**src/design/dia_cfg.svh**
```systemverilog
// Constants for the device identity readout: widths, instruction codes, TAP figures
`ifndef DIA_CFG_SVH
`define DIA_CFG_SVH

// Identifier widths and the slice that forms the identity value
`define DIA_FULL_W 64
`define DIA_IDENT_W 57
`define DIA_IDENT_MSB 63
`define DIA_IDENT_LSB 7

// Instruction register of the JTAG path (codes are arbitrary)
`define DIA_IR_W 6
`define DIA_IR_CAPTURE 6'h01
`define DIA_INSTR_ENABLE 6'h10
`define DIA_INSTR_DISABLE 6'h16
`define DIA_INSTR_ID_READ 6'h17
`define DIA_INSTR_FULL_READ 6'h32
`define DIA_INSTR_BYPASS 6'h3F

// Host sequencing figures
`define DIA_RST_TMS_ONES 8'h05
`define DIA_RST_LEN 8'h06
`define DIA_IR_HDR 8'h04
`define DIA_DR_HDR 8'h03
`define DIA_TAIL 8'h02
`define DIA_IDENT_LAST 6'h38

`endif

```
**src/design/dia_pkg.sv**
```systemverilog
// Types shared by both ends of the device identity readout
package dia_pkg;

   // TAP controller states, Gray coded along the usual walk
   typedef enum logic [3:0] {
      DIA_TAP_RESET  = 4'h0,
      DIA_TAP_IDLE   = 4'h1,
      DIA_TAP_SEL_DR = 4'h3,
      DIA_TAP_CAP_DR = 4'h2,
      DIA_TAP_SH_DR  = 4'h6,
      DIA_TAP_EX1_DR = 4'h7,
      DIA_TAP_PA_DR  = 4'h5,
      DIA_TAP_EX2_DR = 4'h4,
      DIA_TAP_UPD_DR = 4'hC,
      DIA_TAP_SEL_IR = 4'hD,
      DIA_TAP_CAP_IR = 4'hF,
      DIA_TAP_SH_IR  = 4'hE,
      DIA_TAP_EX1_IR = 4'hA,
      DIA_TAP_PA_IR  = 4'hB,
      DIA_TAP_EX2_IR = 4'h9,
      DIA_TAP_UPD_IR = 4'h8
   } dia_tap_t;

   // Which data register sits between TDI and TDO
   typedef enum logic [1:0] {
      DIA_DR_BYPASS = 2'h0,
      DIA_DR_IDENT  = 2'h1,
      DIA_DR_FULL   = 2'h3
   } dia_dr_sel_t;

   // Host JTAG sequence steps
   typedef enum logic [2:0] {
      DIA_OP_IDLE   = 3'h0,
      DIA_OP_RST    = 3'h1,
      DIA_OP_IR_EN  = 3'h3,
      DIA_OP_IR_RD  = 3'h2,
      DIA_OP_DR     = 3'h6,
      DIA_OP_IR_DIS = 3'h7
   } dia_op_t;

   // Host user-port read states
   typedef enum logic [1:0] {
      DIA_U_IDLE  = 2'h0,
      DIA_U_LOAD  = 2'h1,
      DIA_U_SHIFT = 2'h3
   } dia_ustate_t;

endpackage
```
**src/design/dia_link_if.sv**
```systemverilog
// Interface joining the identity device and its user logic / JTAG host
`timescale 1ns/1ps
`default_nettype none

interface dia_link_if;
   logic u_read;
   logic u_shift;
   logic u_din;
   logic u_dout;
   logic tms;
   logic tdi;
   logic tdo;

   modport dev (input u_read, input u_shift, input u_din, output u_dout,
                input tms, input tdi, output tdo);
   modport host (output u_read, output u_shift, output u_din, input u_dout,
                 output tms, output tdi, input tdo);
endinterface

`default_nettype wire

```
**src/design/dia_identity_access_port.sv**
```systemverilog
// Device end: identity access port with user shift register and JTAG readout
//
// Function
// - Hold fixed 64-bit identifier, expose 57-bit identity.
// - Identity is identifier bits 63 down to 7.
// - Read high at edge loads all 57 bits.
// - Read beats shift at the same edge.
// - Shift moves toward output, serial input enters bit0.
// - Neither read nor shift: contents and output hold.
// - User may loop output back or insert bits.
// - User holds serial input constant while shifting.
// - Host loads access enable before identity read.
// - Enable halts design; disable afterwards restarts it.
// - Identity bit 56 on TDO entering Shift-DR.
// - Shift-DR shifts remaining bits, then TDI data.
// - Full read shows identifier bit 0 first.
`timescale 1ns/1ps
`default_nettype none
`include "dia_cfg.svh"

module dia_identity_access_port #(
   // Arbitrary identifier value; a real part carries its own fused value
   parameter logic [`DIA_FULL_W-1:0] P_FUSE_ID = 64'h0123_4567_89AB_CDEF
) (
   input wire logic i_clk,
   input wire logic i_rstn,
   dia_link_if.dev link,
   output logic o_design_halted
);

   // ****************************************************************
   // Identity value
   // ****************************************************************
   localparam logic [`DIA_IDENT_W-1:0] IDENT =
      P_FUSE_ID[`DIA_IDENT_MSB:`DIA_IDENT_LSB];

   // ****************************************************************
   // Functions
   // ****************************************************************
   // Next TAP state for a given TMS level
   function automatic dia_pkg::dia_tap_t tap_step(input dia_pkg::dia_tap_t s,
                                                  input logic tms);
      dia_pkg::dia_tap_t n;
      n = s;
      case (s)
         dia_pkg::DIA_TAP_RESET:  n = tms ? dia_pkg::DIA_TAP_RESET  : dia_pkg::DIA_TAP_IDLE;
         dia_pkg::DIA_TAP_IDLE:   n = tms ? dia_pkg::DIA_TAP_SEL_DR : dia_pkg::DIA_TAP_IDLE;
         dia_pkg::DIA_TAP_SEL_DR: n = tms ? dia_pkg::DIA_TAP_SEL_IR : dia_pkg::DIA_TAP_CAP_DR;
         dia_pkg::DIA_TAP_CAP_DR: n = tms ? dia_pkg::DIA_TAP_EX1_DR : dia_pkg::DIA_TAP_SH_DR;
         dia_pkg::DIA_TAP_SH_DR:  n = tms ? dia_pkg::DIA_TAP_EX1_DR : dia_pkg::DIA_TAP_SH_DR;
         dia_pkg::DIA_TAP_EX1_DR: n = tms ? dia_pkg::DIA_TAP_UPD_DR : dia_pkg::DIA_TAP_PA_DR;
         dia_pkg::DIA_TAP_PA_DR:  n = tms ? dia_pkg::DIA_TAP_EX2_DR : dia_pkg::DIA_TAP_PA_DR;
         dia_pkg::DIA_TAP_EX2_DR: n = tms ? dia_pkg::DIA_TAP_UPD_DR : dia_pkg::DIA_TAP_SH_DR;
         dia_pkg::DIA_TAP_UPD_DR: n = tms ? dia_pkg::DIA_TAP_SEL_DR : dia_pkg::DIA_TAP_IDLE;
         dia_pkg::DIA_TAP_SEL_IR: n = tms ? dia_pkg::DIA_TAP_RESET  : dia_pkg::DIA_TAP_CAP_IR;
         dia_pkg::DIA_TAP_CAP_IR: n = tms ? dia_pkg::DIA_TAP_EX1_IR : dia_pkg::DIA_TAP_SH_IR;
         dia_pkg::DIA_TAP_SH_IR:  n = tms ? dia_pkg::DIA_TAP_EX1_IR : dia_pkg::DIA_TAP_SH_IR;
         dia_pkg::DIA_TAP_EX1_IR: n = tms ? dia_pkg::DIA_TAP_UPD_IR : dia_pkg::DIA_TAP_PA_IR;
         dia_pkg::DIA_TAP_PA_IR:  n = tms ? dia_pkg::DIA_TAP_EX2_IR : dia_pkg::DIA_TAP_PA_IR;
         dia_pkg::DIA_TAP_EX2_IR: n = tms ? dia_pkg::DIA_TAP_UPD_IR : dia_pkg::DIA_TAP_SH_IR;
         dia_pkg::DIA_TAP_UPD_IR: n = tms ? dia_pkg::DIA_TAP_SEL_DR : dia_pkg::DIA_TAP_IDLE;
         default:                 n = dia_pkg::DIA_TAP_RESET;
      endcase
      return n;
   endfunction

   // Data register chosen by an instruction; reads need access enabled
   function automatic dia_pkg::dia_dr_sel_t dr_pick(input logic [`DIA_IR_W-1:0] instr,
                                                    input logic enabled);
      dia_pkg::dia_dr_sel_t d;
      d = dia_pkg::DIA_DR_BYPASS;
      if (enabled && (instr == `DIA_INSTR_ID_READ))
      begin
         d = dia_pkg::DIA_DR_IDENT;
      end
      else if (enabled && (instr == `DIA_INSTR_FULL_READ))
      begin
         d = dia_pkg::DIA_DR_FULL;
      end
      return d;
   endfunction

   // ****************************************************************
   // User shift register
   // ****************************************************************
   logic [`DIA_IDENT_W-1:0] ushift;
   logic [`DIA_IDENT_W-1:0] next_ushift;

   always_comb
   begin
      next_ushift = ushift;
      if (link.u_read)
      begin
         next_ushift = IDENT;
      end
      else if (link.u_shift)
      begin
         next_ushift = {ushift[`DIA_IDENT_W-2:0], link.u_din};
      end
   end

   always_ff @(posedge i_clk or negedge i_rstn)
   begin
      if (!i_rstn)
      begin
         ushift <= '0;
      end
      else
      begin
         ushift <= next_ushift;
      end
   end

   assign link.u_dout = ushift[`DIA_IDENT_W-1];

   // ****************************************************************
   // JTAG TAP, instruction and data registers
   // ****************************************************************
   dia_pkg::dia_tap_t tap;
   dia_pkg::dia_tap_t next_tap;
   logic [`DIA_IR_W-1:0] ir_sh;
   logic [`DIA_IR_W-1:0] next_ir_sh;
   logic [`DIA_IR_W-1:0] ir_act;
   logic [`DIA_IR_W-1:0] next_ir_act;
   logic [`DIA_FULL_W-1:0] dr;
   logic [`DIA_FULL_W-1:0] next_dr;
   logic halted;
   logic next_halted;
   dia_pkg::dia_dr_sel_t dsel;

   assign dsel = dr_pick(ir_act, halted);

   always_comb
   begin
      next_tap = tap_step(tap, link.tms);
      next_ir_sh = ir_sh;
      next_ir_act = ir_act;
      next_dr = dr;
      next_halted = halted;
      case (tap)
         dia_pkg::DIA_TAP_RESET:
         begin
            next_ir_act = `DIA_INSTR_BYPASS;
         end
         dia_pkg::DIA_TAP_CAP_IR:
         begin
            next_ir_sh = `DIA_IR_CAPTURE;
         end
         dia_pkg::DIA_TAP_SH_IR:
         begin
            next_ir_sh = {link.tdi, ir_sh[`DIA_IR_W-1:1]};
         end
         dia_pkg::DIA_TAP_UPD_IR:
         begin
            next_ir_act = ir_sh;
            if (ir_sh == `DIA_INSTR_ENABLE)
            begin
               next_halted = 1'b1;
            end
            else if (ir_sh == `DIA_INSTR_DISABLE)
            begin
               next_halted = 1'b0;
            end
         end
         dia_pkg::DIA_TAP_CAP_DR:
         begin
            next_dr = '0;
            if (dsel == dia_pkg::DIA_DR_IDENT)
            begin
               next_dr[`DIA_IDENT_W-1:0] = IDENT;
            end
            else if (dsel == dia_pkg::DIA_DR_FULL)
            begin
               next_dr = P_FUSE_ID;
            end
         end
         dia_pkg::DIA_TAP_SH_DR:
         begin
            if (dsel == dia_pkg::DIA_DR_IDENT)
            begin
               next_dr[`DIA_IDENT_W-1:0] = {dr[`DIA_IDENT_W-2:0], link.tdi};
            end
            else if (dsel == dia_pkg::DIA_DR_FULL)
            begin
               next_dr = {link.tdi, dr[`DIA_FULL_W-1:1]};
            end
            else
            begin
               next_dr[0] = link.tdi;
            end
         end
         default:
         begin
            next_dr = dr;
         end
      endcase
   end

   always_ff @(posedge i_clk or negedge i_rstn)
   begin
      if (!i_rstn)
      begin
         tap <= dia_pkg::DIA_TAP_RESET;
         ir_sh <= `DIA_IR_CAPTURE;
         ir_act <= `DIA_INSTR_BYPASS;
         dr <= '0;
         halted <= 1'b0;
      end
      else
      begin
         tap <= next_tap;
         ir_sh <= next_ir_sh;
         ir_act <= next_ir_act;
         dr <= next_dr;
         halted <= next_halted;
      end
   end

   // ****************************************************************
   // TDO selection
   // ****************************************************************
   always_comb
   begin
      link.tdo = 1'b0;
      if (tap == dia_pkg::DIA_TAP_SH_IR)
      begin
         link.tdo = ir_sh[0];
      end
      else if (tap == dia_pkg::DIA_TAP_SH_DR)
      begin
         if (dsel == dia_pkg::DIA_DR_IDENT)
         begin
            link.tdo = dr[`DIA_IDENT_W-1];
         end
         else
         begin
            link.tdo = dr[0];
         end
      end
   end

   // Halt indication towards the user design
   assign o_design_halted = halted;

endmodule // dia_identity_access_port

`default_nettype wire

```
**src/flat_wrapper.sv**
```systemverilog
// flat-port wrapper written by rule: the top's interface ports become plain ports
module dia_identity_access_port_flat 
#(
                                                                         
   parameter logic [`DIA_FULL_W-1:0] P_FUSE_ID = 64'h0123_4567_89AB_CDEF
)
  (i_clk, i_rstn, o_design_halted, link_u_read, link_u_shift, link_u_din, link_u_dout, link_tms, link_tdi, link_tdo);
  dia_link_if link_i ();
  input wire logic i_clk;
  input wire logic i_rstn;
  output logic o_design_halted;
  input wire logic [$bits(link_i.u_read)-1:0] link_u_read;
  input wire logic [$bits(link_i.u_shift)-1:0] link_u_shift;
  input wire logic [$bits(link_i.u_din)-1:0] link_u_din;
  output wire logic [$bits(link_i.u_dout)-1:0] link_u_dout;
  input wire logic [$bits(link_i.tms)-1:0] link_tms;
  input wire logic [$bits(link_i.tdi)-1:0] link_tdi;
  output wire logic [$bits(link_i.tdo)-1:0] link_tdo;
  assign link_i.u_read = link_u_read;
  assign link_i.u_shift = link_u_shift;
  assign link_i.u_din = link_u_din;
  assign link_u_dout = link_i.u_dout;
  assign link_i.tms = link_tms;
  assign link_i.tdi = link_tdi;
  assign link_tdo = link_i.tdo;
  dia_identity_access_port #(.P_FUSE_ID(P_FUSE_ID)) u_core (.i_clk(i_clk), .i_rstn(i_rstn), .link(link_i), .o_design_halted(o_design_halted));
endmodule
```
**config.mk**
```make
export PLATFORM = sky130hd
export DESIGN_NAME = dia_identity_access_port_flat
export DESIGN_NICKNAME = d
export VERILOG_FILES = /design/src/design/dia_pkg.sv /design/src/design/dia_link_if.sv /design/src/design/dia_identity_access_port.sv /design/src/flat_wrapper.sv
export VERILOG_INCLUDE_DIRS = /design/src /design/src/design
export SDC_FILE = /design/constraint.sdc
export NUM_CORES = 1
export LEC_CHECK = 0
export BUFFER_PORTS_ARGS = -buffer_cell sky130_fd_sc_hd__buf_4
export CORE_MARGIN = 2
export CORE_UTILIZATION = 60
export CTS_BUF_LIST = sky130_fd_sc_hd__clkbuf_2 sky130_fd_sc_hd__clkbuf_4 sky130_fd_sc_hd__clkbuf_8
export DETAILED_ROUTE_END_ITERATION = 8
export PLACE_DENSITY = 0.85
export SYNTH_ARGS = -nofsm -noshare
export SYNTH_HDL_FRONTEND = slang
export SYNTH_SLANG_ARGS = --single-unit
export TNS_END_PERCENT = 30
```
**constraint.sdc**
```tcl
create_clock -name i_clk -period 2.3 [get_ports i_clk]
set_clock_uncertainty 0.05 [all_clocks]
set_input_delay 0.46 -clock i_clk [delete_from_list [all_inputs] [get_ports i_clk]]
set_output_delay 0.46 -clock i_clk [all_outputs]
set_load 0.1 [all_outputs]
```
==> results.sh <==
export IMPL_antenna_left=0
export IMPL_cts_sinks=138
export IMPL_yosysMostFrequentCell="dfrtp_1"
export IMPL_max_slew_margin_pct=41.9
export IMPL_gp_congestion=0.803
export IMPL_synthTopCellsByArea="dfrtp_1 48%, mux2i_1 5.0%, o21ai_0 4.1%, nand3_1 3.6%, a211o_1 3.5%"
export IMPL_dp_slack_ns=0.113
export IMPL_tightest_slew_ns=0.869
export IMPL_crit_path_end_kind="output pin"
export IMPL_postPlaceCellArea_um2=7040
export IMPL_cts_root_buf="clkbuf_8"
export IMPL_grt_total_usage_pct=25.7
export IMPL_ys_ff_latch=138
export IMPL_syn_avg_cell_area_um2=10.3
export IMPL_start_util_pct=62.0
export IMPL_synthesis_nets=667
export IMPL_synth_largest_area_cell="dfrtp_1"
export IMPL_io_pins=10
export IMPL_status="complete, but fails checks"
export IMPL_numCtsBuffers=17
export IMPL_cap_violations=0
export IMPL_drive_above_1_share_pct=18.4
export IMPL_drt_iter0_markers=584
export IMPL_grt_first_pass_wirelength_um=24000
export IMPL_slew_viol_final=0
export IMPL_nets=664
export IMPL_final_cell_area_um2=7530
export IMPL_syn_inst=660
export IMPL_firstDrtPassIters=6
export IMPL_clockBufferDepth=2
export IMPL_netlist_area_leader_share_pct=48.4
export IMPL_grt_pass1_vias=4927
export IMPL_synth_cell_types=52
export IMPL_portBuffers=9
export IMPL_via_per_inst=6.34
export IMPL_cp_max_fo=2
export IMPL_antenna_found_initial=0
export IMPL_area_growth_pct=11.1
export IMPL_violations="setup timing"
export IMPL_cts_reportedPaths_clkPinSlew_ns=0.08
export IMPL_async_reset_ff_share_pct=100
export IMPL_yosysWarnings=0
export IMPL_cp_arrival_ns=1.89
export IMPL_hpwl_um=8240
export IMPL_row_count=38
export IMPL_worstSetupPathType="reg -> out"
export IMPL_finalHoldViolCount=0
export IMPL_max_freq_mhz=417
export IMPL_die_area_um2=12200
export IMPL_insertion_delay_ns=0.47
export IMPL_ys_flop_type="dfrtp_1"
export IMPL_cts_tree="done"
export IMPL_powerDensity_nw_per_um2=1150
export IMPL_synth_area_um2=6780
export IMPL_die_y_um=110
export IMPL_p_leak_nw=3.16
export IMPL_timing_hold_ws_ns=0.162
export IMPL_wire_per_inst_um=17.6
export IMPL_wirelength_um=14300
export IMPL_ir_drop_mv=0.855
export IMPL_required_ns=1.79
export IMPL_yosysSeqAreaShare_pct=51.1
export IMPL_overflow=0
export IMPL_htree_levels=4
export IMPL_finalSetupViolCount=1
export IMPL_rsz0062_at_grt="true"
export IMPL_period_share_pct=104
export IMPL_synth_edf_count=0
export IMPL_fill_cells=772
export IMPL_synth_common_cells="131 x dfrtp_1, 55 x o21ai_0, 49 x nand3_1, 45 x a21oi_1, 43 x nor2_1"
export IMPL_grt_max_degree=58
export IMPL_route_vias_total=5136
export IMPL_min_period_ns=2.40
export IMPL_layout_setup_ws_ns=-0.100
export IMPL_die_x_um=110
export IMPL_core_um2=10900
export IMPL_hold_path_class="in -> reg"
export IMPL_diodes=0
export IMPL_drc=0
export IMPL_cp_start_kind="flop"
==> logic make-up (layout without fill, tap and decap cells) <==
family | count (synthesis) | in the layout | share of synthesized area (%)
AO/OA/AOI/OAI | 202 | 202 | 21.2
XOR/XNOR | 2 | 2 | 0.369
buffers and inverters | 88 | 98 | 5.43
flip-flops | 138 | 138 | 51.1
multiplexers | 59 | 59 | 9.18
AND/OR/NAND/NOR | 171 | 171 | 12.8
==> worst max-delay path, cell delays in order, from the launching register on <==
cell and delay (ns):
dfstp_2 0.54, and4b_2 0.26, nand2_4 0.10, mux2i_4 0.25
o32ai_4 0.11, buf_12 0.18
==> layer usage <==
metal	GRT usage, %	vias up	share of wire (%)
met5	0	-	0
met4	10.5	0	1.8
met3	5.29	21	4.3
met2	41.3	153	50
met1	34.3	2587	44
li1	-	2375	-
==> layout by cell type (no fill, tap or decap), types with 2 or more instances in the layout <==
| master | instances |
|---|---|
| mux2_2 | 20 |
| a211o_1 | 27 |
| o22a_1 | 16 |
| dfstp_2 | 7 |
| nor3_1 | 5 |
| nand2_1 | 22 |
| nor2b_1 | 27 |
| nor2_1 | 43 |
| a31oi_1 | 6 |
| clkbuf_8 | 19 |
| a32oi_2 | 10 |
| bufinv_16 | 2 |
| a32oi_1 | 5 |
| buf_12 | 6 |
| nor4_1 | 11 |
| buf_4 | 35 |
| a21oi_1 | 45 |
| mux2_1 | 5 |
| and2_1 | 2 |
| mux2i_1 | 33 |
| o31ai_1 | 4 |
| dfrtp_1 | 130 |
| clkinvlp_4 | 2 |
| a22o_1 | 7 |
| a21o_1 | 16 |
| clkinv_2 | 6 |
| nand3_1 | 49 |
| o21ai_0 | 55 |
| inv_1 | 23 |
==> power by group <==
part	internal [mW]	leakage, nW	total [mW]	switching, mW
registers	3.08	1.70	3.60	0.518
logic	1.25	1.26	3.07	1.82
clock network	1.02	0.202	1.98	0.953
==> area by class of cell <==
class / count / area, um2 / share of cell area, %
clock buffer: 20 / 269 / 3.57
clock inverter: 12 / 123 / 1.63
sequential: 138 / 3470 / 46.0
timing repair buffer: 43 / 404 / 5.37
multi-input combinational: 434 / 3000 / 39.9
inverter: 23 / 86.3 / 1.15
tap: 140 / 175 / 2.33
==> state kept, by name (all words and copies together), names as in the netlist <==
signal / count
u_core.dr: 64
u_core.ir_act: 6
u_core.ir_sh: 6
u_core.o_design_halted: 1
u_core.tap: 4
u_core.ushift: 57
==> final timing paths <==
| check | from | endpoint | slack [ns] | cells after the start |
|---|---|---|---|---|
| max in group asynchronous | i_rstn | u_core.dr[22] | 1.06 | 3 |
| max | u_core.ir_act[3] | link_tdo | -0.1 | 5 |
| min | link_u_din | u_core.ushift[0] | 0.16 | 2 |
| min reg2reg | u_core.ushift[45] | u_core.ushift[46] | 0.44 | 1 |
| max reg2reg | u_core.ir_act[5] | u_core.dr[47] | 0.11 | 5 |
| min in group asynchronous | i_rstn | u_core.ushift[53] | 0.46 | 2 |
==> per-stage QoR <==
step,power [mW],util [%],std cells,setup TNS [ns]
6_report,8.65,68.8,810,-0.100
5_1_grt,9.14,68.8,810,-0.148
4_1_cts,8.61,68.8,810,-0.113
3_5_place_dp,6.55,64.4,771,0
3_3_place_gp,6.37,64.4,771,0
2_1_floorplan,5.76,-,660,-0.0778
==> timing repair <==
item	4_1_cts	5_1_grt
endpoints found under the setup margin	1	1
resized for setup	7	1
pin swaps	2	1
hold buffers	1	0
gates cloned	0	0
hold endpoints to repair	49	0
buffers inserted	6	0
Power figures use the tool's default switching activity.
